**config.mk**
```make
export PLATFORM = sky130hd
export DESIGN_NAME = cgr_ctrl
export DESIGN_NICKNAME = d
export VERILOG_FILES = /design/src/hw/cgr_pkg.sv /design/src/hw/cgr_ctrl.sv /design/src/hw/cgr_fifo.sv
export VERILOG_INCLUDE_DIRS = /design/src /design/src/hw
export SDC_FILE = /design/constraint.sdc
export NUM_CORES = 1
export LEC_CHECK = 0
export BUFFER_PORTS_ARGS = -buffer_cell sky130_fd_sc_hd__buf_4
export CAP_MARGIN = 20
export CORE_MARGIN = 3
export CORE_UTILIZATION = 60
export DETAILED_ROUTE_END_ITERATION = 12
export GPL_TIMING_DRIVEN = 0
export HOLD_SLACK_MARGIN = 0.12
export PLACE_DENSITY = 0.77
export RECOVER_POWER = 25
export SLEW_MARGIN = 10
export SYNTH_ARGS = -nofsm -noshare
export SYNTH_HDL_FRONTEND = slang
export SYNTH_SLANG_ARGS = --single-unit
```
**constraint.sdc**
```tcl
create_clock -name clk -period 2.9 [get_ports clk]
set_clock_uncertainty 0.1 [all_clocks]
set_input_delay 0.145 -clock clk [delete_from_list [all_inputs] [get_ports clk]]
set_output_delay 0.145 -clock clk [all_outputs]
set_load 0.02 [all_outputs]
```
**src/hw/cgr_cfg.svh**
```systemverilog
`ifndef CGR_CFG_SVH
`define CGR_CFG_SVH
`define CGR_CODE_W      6
`define CGR_LINE_W      3
`define CGR_DOTS        5
`define CGR_CELL        8
`define CGR_LINES       7
`define CGR_ROW_IVL     9
`define CGR_ROW_CHARS   8
`define CGR_PAGE_ROWS   4
`define CGR_FIFO_DEPTH  8
`endif

```
**src/hw/cgr_pkg.sv**
```systemverilog
`include "cgr_cfg.svh"
package cgr_pkg;
  typedef enum logic [2:0] {
    CGR_SCAN   = 3'h1,
    CGR_RELOAD = 3'h2,
    CGR_IDLE   = 3'h4
  } cgr_state_t;
  typedef struct packed {
    logic [`CGR_CODE_W-1:0] code;
    logic [`CGR_LINE_W-1:0] line;
  } cgr_addr_t;
endpackage : cgr_pkg

```
**src/hw/cgr_ctrl.sv**
```systemverilog
`timescale 1ns/1ps
`default_nettype none
// Operation
// - rom address is 6-bit code plus 3-bit line select
// - parallel dot-line word from rom is serialised
// - line select is a binary counter in display order
// - stored codes recirculate output to input in a loop
// - six code bit loops shift together in lockstep
// - serialiser shifts eight times per dot-line word
// - 5-bit dot word becomes five successive beam bits
// - memory split into page section and row section
// - only row section recirculates during row display
// - line select advances when first char returns to output
// - seven recirculations complete one character row
// - row outputs present row characters in order
// - one recirculation spans one horizontal scan
// - dynamic registers never left unclocked too long
// - nine intervals per row: seven scans, two reload
// - zero bits inserted between adjacent characters
module cgr_ctrl
  import cgr_pkg::*;
#(
  parameter int N = `CGR_ROW_CHARS,
  parameter int R = `CGR_PAGE_ROWS
) (
  // clock and reset
  input  wire logic                   clk,
  input  wire logic                   rst_n,
  // character generator rom
  output cgr_addr_t                   rom_addr,
  input  wire logic [`CGR_DOTS-1:0]   rom_dots,
  // beam video
  output logic                        video,
  output logic                        hsync,
  output logic                        row_done,
  // code load
  input  wire logic                   load_en,
  input  wire logic [`CGR_CODE_W-1:0] load_code
);
  localparam int PN = (R - 1) * N;
  localparam int CW = $clog2(N + 1);
  localparam int RW = $clog2(R + 1);
  localparam int IW = 4;

  // refresh memory: page and row sections, one loop per code bit
  logic [`CGR_CODE_W-1:0] page_reg [PN];
  logic [`CGR_CODE_W-1:0] row_reg  [N];
  logic [`CGR_CODE_W-1:0] page_next [PN];
  logic [`CGR_CODE_W-1:0] row_next  [N];
  logic [2:0]             dot_reg, dot_next;
  logic [CW-1:0]          chr_reg, chr_next;
  logic [`CGR_LINE_W-1:0] line_reg, line_next;
  logic [RW-1:0]          rowc_reg, rowc_next;
  logic [IW-1:0]          ivl_reg, ivl_next;
  cgr_state_t             st_reg, st_next;
  cgr_addr_t              addr_reg, addr_next;
  logic                   hs_reg, hs_next;
  logic                   rd_reg, rd_next;
  logic                   fill_valid, fill_ready;
  logic [`CGR_DOTS-1:0]   drain_data;
  logic                   drain_valid, drain_ready;
  logic [`CGR_CELL-1:0]   sh_reg, sh_next;
  logic [2:0]             dotpos_reg, dotpos_next;
  logic                   vid_reg, vid_next;

  function automatic logic [2:0] wrap3(input logic [2:0] v,
                                       input logic [2:0] top);
    wrap3 = (v == top) ? 3'h0 : v + 3'h1;
  endfunction : wrap3

  always_comb
  begin
    for (int i = 0; i < PN; i++)
      page_next[i] = page_reg[i];
    for (int i = 0; i < N; i++)
      row_next[i] = row_reg[i];
    dot_next  = dot_reg;
    chr_next  = chr_reg;
    line_next = line_reg;
    rowc_next = rowc_reg;
    ivl_next  = ivl_reg;
    st_next   = st_reg;
    hs_next   = 1'b0;
    rd_next   = 1'b0;
    addr_next = addr_reg;
    case (st_reg)
      CGR_SCAN:
      begin
        // one character cell per eight dot clocks
        if (fill_ready)
        begin
          dot_next = wrap3(dot_reg, 3'(`CGR_CELL - 1));
          if (dot_reg == 3'(`CGR_CELL - 1))
          begin
            // row loop: output back to input, all six bits in step
            for (int i = 0; i < N - 1; i++)
              row_next[i] = row_reg[i + 1];
            row_next[N - 1] = row_reg[0];
            chr_next = chr_reg + 1'b1;
            if (chr_reg == CW'(N - 1))
            begin
              // first char back at output: one scan line done
              chr_next = '0;
              hs_next  = 1'b1;
              ivl_next = ivl_reg + 1'b1;
              line_next = line_reg + 1'b1;
              if (line_reg == 3'(`CGR_LINES - 1))
              begin
                line_next = '0;
                st_next   = CGR_RELOAD;
                rd_next   = 1'b1;
              end
            end
          end
        end
      end
      CGR_RELOAD:
      begin
        // two short intervals, two clocks per char: old row into page, next row out
        dot_next = wrap3(dot_reg, 3'h1);
        if (dot_reg == 3'h1)
        begin
          if (PN > 0)
          begin
            for (int i = 0; i < N; i++)
              row_next[i] = page_reg[i];
            for (int i = 0; i < PN - N; i++)
              page_next[i] = page_reg[i + N];
            for (int i = 0; i < N; i++)
              page_next[PN - N + i] = row_reg[i];
          end
          chr_next = chr_reg + 1'b1;
          if (chr_reg == CW'(N - 1))
          begin
            chr_next = '0;
            ivl_next = ivl_reg + 1'b1;
            if (ivl_reg == IW'(`CGR_ROW_IVL - 1))
            begin
              ivl_next = '0;
              st_next  = CGR_SCAN;
              rowc_next = (rowc_reg == RW'(R - 1)) ? '0
                        : rowc_reg + 1'b1;
            end
            else
              chr_next = '0;
          end
        end
      end
      CGR_IDLE:
        st_next = CGR_SCAN;
      default:
        st_next = CGR_SCAN;
    endcase
    // reload walks the loop once per interval; cycle page by N per row
    // transfer only once per row, at the start of the first interval
    if (st_reg == CGR_RELOAD && dot_reg == 3'h1 && PN > 0
        && (chr_reg != '0 || ivl_reg != IW'(`CGR_LINES)))
    begin
      for (int i = 0; i < N; i++)
        row_next[i] = row_reg[i];
      for (int i = 0; i < PN; i++)
        page_next[i] = page_reg[i];
    end
    if (load_en)
    begin
      // type-in enters at the row tail
      row_next[N - 1] = load_code;
    end
    addr_next.code = row_next[0];
    addr_next.line = line_next;
  end

  always_ff @(posedge clk or negedge rst_n)
  begin
    if (!rst_n)
    begin
      for (int i = 0; i < PN; i++)
        page_reg[i] <= '0;
      for (int i = 0; i < N; i++)
        row_reg[i] <= '0;
      dot_reg  <= '0;
      chr_reg  <= '0;
      line_reg <= '0;
      rowc_reg <= '0;
      ivl_reg  <= '0;
      st_reg   <= CGR_SCAN;
      addr_reg <= '0;
      hs_reg   <= 1'b0;
      rd_reg   <= 1'b0;
    end
    else
    begin
      page_reg <= page_next;
      row_reg  <= row_next;
      dot_reg  <= dot_next;
      chr_reg  <= chr_next;
      line_reg <= line_next;
      rowc_reg <= rowc_next;
      ivl_reg  <= ivl_next;
      st_reg   <= st_next;
      addr_reg <= addr_next;
      hs_reg   <= hs_next;
      rd_reg   <= rd_next;
    end
  end

  // dot words captured once per cell
  assign fill_valid = (st_reg == CGR_SCAN) && (dot_reg == 3'h0);

  cgr_fifo #(
    .W (`CGR_DOTS),
    .D (`CGR_FIFO_DEPTH)
  ) u_fifo (
    .clk       (clk),
    .rst_n     (rst_n),
    .in_valid  (fill_valid),
    .in_ready  (fill_ready),
    .in_data   (rom_dots),
    .out_valid (drain_valid),
    .out_ready (drain_ready),
    .out_data  (drain_data)
  );

  // serialiser: 5 dots then 3 blank bits per cell
  assign drain_ready = (dotpos_reg == 3'h0);
  always_comb
  begin
    sh_next     = {sh_reg[`CGR_CELL-2:0], 1'b0};
    dotpos_next = dotpos_reg - 3'h1;
    vid_next    = sh_reg[`CGR_CELL-1];
    if (drain_ready)
    begin
      sh_next     = '0;
      dotpos_next = 3'h0;
      vid_next    = 1'b0;
      if (drain_valid)
      begin
        // first dot leaves now, the rest and the blanks follow
        sh_next     = {drain_data[`CGR_DOTS-2:0], 4'h0};
        dotpos_next = 3'(`CGR_CELL - 1);
        vid_next    = drain_data[`CGR_DOTS-1];
      end
    end
  end
  always_ff @(posedge clk or negedge rst_n)
  begin
    if (!rst_n)
    begin
      sh_reg     <= '0;
      dotpos_reg <= '0;
      vid_reg    <= 1'b0;
    end
    else
    begin
      sh_reg     <= sh_next;
      dotpos_reg <= dotpos_next;
      vid_reg    <= vid_next;
    end
  end

  assign rom_addr = addr_reg;
  assign video    = vid_reg;
  assign hsync    = hs_reg;
  assign row_done = rd_reg;

  line_wrap_a: assert property (@(posedge clk) disable iff (!rst_n)
    hs_reg |-> line_reg <= 3'h6)
    else $error("line select beyond seventh line");
  line_step_a: assert property (@(posedge clk) disable iff (!rst_n)
    hs_reg && !rd_reg |-> line_reg == $past(line_reg) + 3'h1)
    else $error("line select did not advance");
  addr_line_a: assert property (@(posedge clk) disable iff (!rst_n)
    rom_addr.line == line_reg)
    else $error("rom line address mismatch");
  code_out_a: assert property (@(posedge clk) disable iff (!rst_n)
    !$past(load_en) |-> rom_addr.code == row_reg[0])
    else $error("rom code not from row output");
  row_end_a: assert property (@(posedge clk) disable iff (!rst_n)
    rd_reg |-> st_reg == CGR_RELOAD && line_reg == 3'h0)
    else $error("row end not followed by reload");
  gap_zero_a: assert property (@(posedge clk) disable iff (!rst_n)
    dotpos_reg <= 3'h2 |-> !vid_reg)
    else $error("blank gap not zero");
  dot_rate_a: assert property (@(posedge clk) disable iff (!rst_n)
    fill_valid && fill_ready |=> !fill_valid [*7])
    else $error("dot words faster than serialiser");
  row_idle_a: assert property (@(posedge clk) disable iff (!rst_n)
    st_reg == CGR_SCAN |-> ivl_reg < IW'(`CGR_LINES))
    else $error("scan interval count too high");
endmodule : cgr_ctrl
`default_nettype wire

```
**src/hw/cgr_fifo.sv**
```systemverilog
`timescale 1ns/1ps
`default_nettype none
module cgr_fifo #(
  parameter int W = 5,
  parameter int D = 8
) (
  // clock and reset
  input  wire logic         clk,
  input  wire logic         rst_n,
  // fill side
  input  wire logic         in_valid,
  output logic              in_ready,
  input  wire logic [W-1:0] in_data,
  // drain side
  output logic              out_valid,
  input  wire logic         out_ready,
  output logic [W-1:0]      out_data
);
  localparam int AW = $clog2(D);
  logic [W-1:0]  mem_reg [D];
  logic [AW-1:0] wp_reg, rp_reg;
  logic [AW:0]   cnt_reg;
  logic          wr, rd;
  assign in_ready  = (cnt_reg != D[AW:0]);
  assign out_valid = (cnt_reg != '0);
  assign out_data  = mem_reg[rp_reg];
  assign wr = in_valid & in_ready;
  assign rd = out_valid & out_ready;
  always_ff @(posedge clk or negedge rst_n)
  begin
    if (!rst_n)
    begin
      wp_reg  <= '0;
      rp_reg  <= '0;
      cnt_reg <= '0;
    end
    else
    begin
      if (wr)
      begin
        mem_reg[wp_reg] <= in_data;
        wp_reg <= (wp_reg == AW'(D - 1)) ? '0 : wp_reg + 1'b1;
      end
      if (rd)
        rp_reg <= (rp_reg == AW'(D - 1)) ? '0 : rp_reg + 1'b1;
      cnt_reg <= cnt_reg + {{AW{1'b0}}, wr} - {{AW{1'b0}}, rd};
    end
  end
endmodule : cgr_fifo
`default_nettype wire

```
==> results of run 1 <==
cell usage after synthesis (3+ instances only):
| library cell | number |
|---|---|
| clkbuf_1 | 31 |
| buf_4 | 13 |
| and3_1 | 4 |
| buf_2 | 19 |
| ha_1 | 20 |
| inv_1 | 30 |
| nor2b_1 | 3 |
| o21ai_0 | 14 |
| a21oi_1 | 5 |
| a221o_1 | 4 |
| o21ai_1 | 6 |
| dfrtp_1 | 227 |
| nor3_1 | 46 |
| a22o_1 | 6 |
| buf_6 | 6 |
| or3_1 | 6 |
| a221oi_1 | 5 |
| a31oi_1 | 44 |
| nor2_1 | 16 |
| nand2b_1 | 8 |
| edfxtp_1 | 40 |
| nand3_1 | 6 |
| nand2_1 | 509 |
| mux4_2 | 10 |
| mux2_2 | 6 |
| a21o_1 | 5 |
final timing paths:
check	start	end	cells past startpoint
max in group asynchronous	rst_n	st_reg[0]$_DFFE_PN1P_	3
min in group clk	load_en	row_reg[5]$_DFFE_PN0P_	3
max	dot_reg[0]$_DFFE_PN0P_	row_reg[2]$_DFFE_PN0P_	9
min reg2reg	dotpos_reg[0]$_DFF_PN0_	dotpos_reg[0]$_DFF_PN0_	1
min	rst_n	page_reg[71]$_DFFE_PN0P_	2
max reg2reg	dot_reg[0]$_DFFE_PN0P_	row_reg[2]$_DFFE_PN0P_	9
power groups by stage:
stage          clock network, uW  logic, uW  registers, uW
5_1_grt                     3690        228           3920
4_1_cts                     3520        206           3910
3_5_place_dp                   0        187           3980
2_1_floorplan                  0       78.8           3970
3_3_place_gp                   0        171           3980
6_report                    3490        198           3920
critical path: cells and delay by family, from the launching register on:
kind	cells	cell delay (ps)
buf+inv	3	850
compound gates	2	500
fa+ha+maj	2	440
flops	1	400
simple gates	2	400
logic make-up (layout without fill, tap and decap cells):
logic type                 Yosys count  in the layout  synth area share, %
and+or+nand+nor                    612            612                 22.3
DFF                                268            268                 61.9
buffers and inverters              101            192                 4.45
AOI/OAI and AO/OA                   99             99                 5.92
adders and majority gates           21             21                 2.42
muxes                               18             18                 2.80
xor gates and xnor gates             3              3                0.235
per-layer routing:
| metal | vias up | GRT usage (%) | routed length [um] |
|---|---|---|---|
| met3 | 42 | 3.13 | 1220 |
| met2 | 220 | 41.7 | 12000 |
| li1 | 3822 | - | - |
| met1 | 3895 | 34.3 | 10400 |
| met4 | 0 | 6.60 | 529 |
| met5 | - | 0 | 0 |
through the flow:
step / std cells / util, % / power (uW) / TNS, ps
2_1_floorplan: 1122 / - / 4050 / 0
3_3_place_gp: 1376 / 64.2 / 4150 / -61720
3_5_place_dp: 1378 / 64.5 / 4170 / 0
4_1_cts: 1443 / 70.2 / 7640 / 0
5_1_grt: 1442 / 70.2 / 7840 / 0
6_report: 1442 / 70.2 / 7600 / 0
what timing repair did:
item | in CTS | in global routing
endpoints found under the hold margin | 147 | 0
hold buffers | 14 | 0
endpoints found under the setup margin | 3 | 9
resized for setup | 1 | 3
cell type report:
| class | count | area share [%] |
|---|---|---|
| multi-input combinational | 753 | 29.7 |
| timing repair buffer | 41 | 2.92 |
| inverter | 31 | 0.913 |
| sequential | 268 | 54.2 |
| tap | 229 | 2.25 |
| clock inverter | 15 | 0.992 |
| clock buffer | 36 | 6.06 |
| buffer | 69 | 2.96 |
==> flow_summary.json, run 1 <==
{
  "synth_edf_count": 40,
  "rsz0062_at_grt": "false",
  "yosys_warnings": 0,
  "placed_area_um2": 11700,
  "synth_cell_types": 53,
  "clk_latency_ps": 530,
  "pre_cts_slack_ps": 25.2,
  "cts_htree_levels": 1,
  "dp_hpwl_um": 15600,
  "seq_area_um2": 6910,
  "drc": 0,
  "antenna_found_initial": 0,
  "diodes": 0,
  "powerDensity_nw_per_um2": 596,
  "status": "completed",
  "areaGrowthSynthToFinish_pct": 14.1,
  "synthCells": 1122,
  "tritoncts": "yes",
  "vias": 7979,
  "cp_cell_sequence": "ha_1 -> ha_1 -> and3b_1 -> and2_4 -> buf_6 -> buf_6 -> a221oi_1 -> a22o_1 -> dlygate4sd3_1",
  "clock.fmax_mhz": 362,
  "grtUsageTotal_pct": 24.7,
  "antenna_left": 0,
  "postSynthAreaPerCell_um2": 9.95,
  "intPower_uw": 6000,
  "cts_buffers": 28,
  "fillers": 1332,
  "cp_max_fo": 10,
  "vdd_drop_max_v": 0.000646,
  "hold_ws_ps": 148,
  "path_class": "reg2reg",
  "root_buffer": "clkbuf_16",
  "wl_um": 24100,
  "final_common_cell": "nand2_1",
  "switchingPower_uw": 1600,
  "drive_gt1_share_pct": 10.6,
  "slew_headroom_pct": 48.6,
  "largest_reg_flops": 144,
  "cp_slowest_cell": "dlygate4sd3_1",
  "syn_area_um2": 11200,
  "clkSlewWorstSetupHoldPaths_ps": 60,
  "ys_seq_area_share_pct": 61.9,
  "synth_area_leaders": "dfrtp_1, nand2_1, edfxtp_1, a31oi_1, ha_1",
  "cts_setup_buffers": 0,
  "synth_top_area_cell": "dfrtp_1",
  "place.gp.congestion": 0.836,
  "async_reset_ff_share_pct": 85.1,
  "clkPwrFrac_pct": 45.9,
  "chipHeight_um": 142,
  "grt_pass1_vias": 8193,
  "tightest_slew_ps": 770,
  "p_comb_share_pct": 2.6,
  "swShare_pct": 21.1,
  "grt_pass1_wl_um": 40600,
  "max_stage_delay_ps": 560,
  "clockBufferDepth": 3,
  "worstSetupStartpointType": "register",
  "syn_nets": 1157,
  "hold_viol": 0,
  "r2r_setup_slack_ps": 140,
  "die_x_um": 142,
  "first_pass_iters": 5,
  "seqPwrFrac_pct": 51.5,
  "row_count": 49,
  "end_kind": "register",
  "synth_top_cell_area_share_pct": 50.9,
  "initial_core_util_pct": 61.5,
  "arrival_ps": 3130,
  "layout_common_cells": "nand2_1, dfrtp_1, nor3_1, a31oi_1",
  "nNetsFinal": 1227,
  "avgRoutedWirePerCell_um": 16.7,
  "period_share_pct": 95.2,
  "required_ps": 3270,
  "layout_setup_ws_ps": 139,
  "die_area_um2": 20300,
  "core_um2": 18100,
  "synth-seq-cells": 268,
  "grt_max_degree": 102,
  "leakage_uw": 0.00639,
  "max_cap_violations": 0,
  "multiInputGateArea_um2": 3790,
  "drt_iter0_markers": 702,
  "report.final.slew_viol_count": 0,
  "routed_via_density": 5.53,
  "ios": 26,
  "min_period_ps": 2760,
  "min_path_type": "in2async",
  "overflow": 0,
  "port_buffers": 25,
  "fin_area_um2": 12700,
  "synth-main-ff-cell": "dfrtp_1",
  "clock_sinks": 268,
  "finalSetupViolCount": 0
}
Power figures use the tool's default switching activity.
==> inputs of run 2 (changes only) <==
- CORE_MARGIN: 3 -> 2
- GPL_ROUTABILITY_DRIVEN: default -> 0
- PLACE_DENSITY: 0.77 -> 0.8
==> run 2 against run 1 <==
Compared with the run above: the flow now finishes with violations (max-capacitance violations, max-slew violations); power is 0.62% higher; sequential share of layout area barely moved; final area about the same; clock power rose by 1%; sequential cell count is the same; cell count up 0.14%; clock-buffer cell count is 6 higher; first-iteration DRC count fell by 16%; largest cell class unchanged; largest power group unchanged; highest routed layer unchanged.
==> flow_summary.json, run 2 (synthesis results as in run 1) <==
{
  "grt_pass1_wl_um": 41200,
  "vias": 8077,
  "drive_gt1_share_pct": 10.8,
  "root_buffer": "clkbuf_16",
  "dp.cells": 1378,
  "report.final.slew_viol_count": 137,
  "wl_um": 24100,
  "worstHoldStart": "load_en",
  "initial_core_util_pct": 61.8,
  "path_class": "reg2reg",
  "leakage_uw": 0.00638,
  "row_count": 49,
  "slew_headroom_pct": -12.6,
  "first_pass_iters": 4,
  "powerDensity_nw_per_um2": 600,
  "worstSetupStartpointType": "register",
  "antenna_found_initial": 0,
  "ios": 26,
  "clock_sinks": 268,
  "cts_htree_levels": 1,
  "hold_ws_ps": 166,
  "min_path_type": "in2reg",
  "clk_latency_ps": 520,
  "cts_buffers": 28,
  "layout_common_cells": "nand2_1, dfrtp_1, nor3_1, a31oi_1, clkbuf_1",
  "clock.fmax_mhz": 364,
  "min_period_ps": 2750,
  "critPathBufInv": 3,
  "cp_max_fo": 10,
  "layoutNonFillerInstCount": 1444,
  "rr_startpoint": "dot_reg[0]$_DFFE_PN0P_",
  "areaGrowthSynthToFinish_pct": 14.1,
  "required_ps": 3260,
  "die_x_um": 140,
  "routed_via_density": 5.59,
  "clkSlewWorstSetupHoldPaths_ps": 60,
  "grt_max_degree": 94,
  "antenna_left": 0,
  "arrival_ps": 3110,
  "overflow": 0,
  "violations": "max-capacitance violations, max-slew violations",
  "rsz0062_at_grt": "false",
  "grtUsageTotal_pct": 25.9,
  "max_cap_violations": 2,
  "nNetsFinal": 1228,
  "port_buffers": 25,
  "tightest_slew_ps": 1690,
  "final_util_pct": 70.5,
  "cp_cell_sequence": "ha_1 -> ha_1 -> and3b_1 -> and2_4 -> buf_6 -> buf_6 -> a221oi_2 -> a22o_1 -> dlygate4sd3_1",
  "final_common_cell": "nand2_1",
  "drt_iter0_markers": 591,
  "path_delay_family": "buffers and inverters",
  "cts_setup_buffers": 0,
  "grt_pass1_vias": 8220,
  "finalSetupViolCount": 0,
  "largest_reg_flops": 144,
  "period_share_pct": 94.8,
  "core_um2": 18100,
  "chipHeight_um": 140,
  "finalSetupTns_ps": 0,
  "diodes": 0,
  "avgRoutedWirePerCell_um": 16.7,
  "cp_slowest_cell": "dlygate4sd3_1",
  "drc": 0,
  "vdd_drop_max_v": 0.000615,
  "dp_hpwl_um": 15700,
  "max_stage_delay_ps": 550,
  "clockBufferDepth": 3,
  "tritoncts": "yes",
  "crit_start": "dot_reg[0]$_DFFE_PN0P_",
  "end_kind": "register",
  "status": "finished, violations left",
  "die_area_um2": 19700,
  "hold_viol": 0
}
==> run 2: tightest hold or removal path, cell delays in order <==
cell and delay (ps):
buf_4 120, clkbuf_1 230, a22o_1 260
==> run 2: per-layer routing <==
layer	up-vias	routed length [um]	track usage [%]
met3	39	1390	4.92
met1	3981	10500	35.3
met4	0	544	7.23
li1	3833	-	-
met2	224	11700	43.1
met5	-	0	0
==> run 2: cell type report <==
cell class                 count  area [um^2]
tap                          229          287
buffer                        69          377
clock buffer                  42          848
fill                        1282         5340
timing repair buffer          42          343
sequential                   268         6910
inverter                      31          116
multi-input combinational    753         3780
clock inverter                10         83.8
==> run 2: timing repair <==
item / 4_1_cts / 5_1_grt
hold buffers: 15 / 0
endpoints found under the setup margin: 10 / 4
endpoints found under the hold margin: 273 / 0
resized for setup: 2 / 1
==> run 2: where the power goes <==
group | internal [uW] | total, uW | switching (uW)
registers | 3870 | 3910 | 45.7
clock network | 2110 | 3540 | 1430
logic | 74.0 | 194 | 120
total | 6050 | 7650 | 1600
==> run 2: final timing paths <==
path / to / slack [ps] / cells after the start
max in group asynchronous: page_reg[18]$_DFFE_PN0P_ / 540 / 3
worst min-delay path: row_reg[5]$_DFFE_PN0P_ / 170 / 3
min in group asynchronous: row_reg[17]$_DFFE_PN0P_ / 570 / 3
worst max-delay path: row_reg[0]$_DFFE_PN0P_ / 150 / 9
worst min register to register: dotpos_reg[0]$_DFF_PN0_ / 360 / 1
worst max register to register: row_reg[0]$_DFFE_PN0P_ / 150 / 9
==> run 2: stage by stage <==
step	instance area (um^2)	worst slack (ps)	total power [uW]
after floorplan	11200	496	4050
after global placement	11600	-1210	4150
after detailed placement	11700	-56.4	4170
after CTS	12800	79.4	7700
after global routing	12700	11.0	7890
final	12700	152	7650
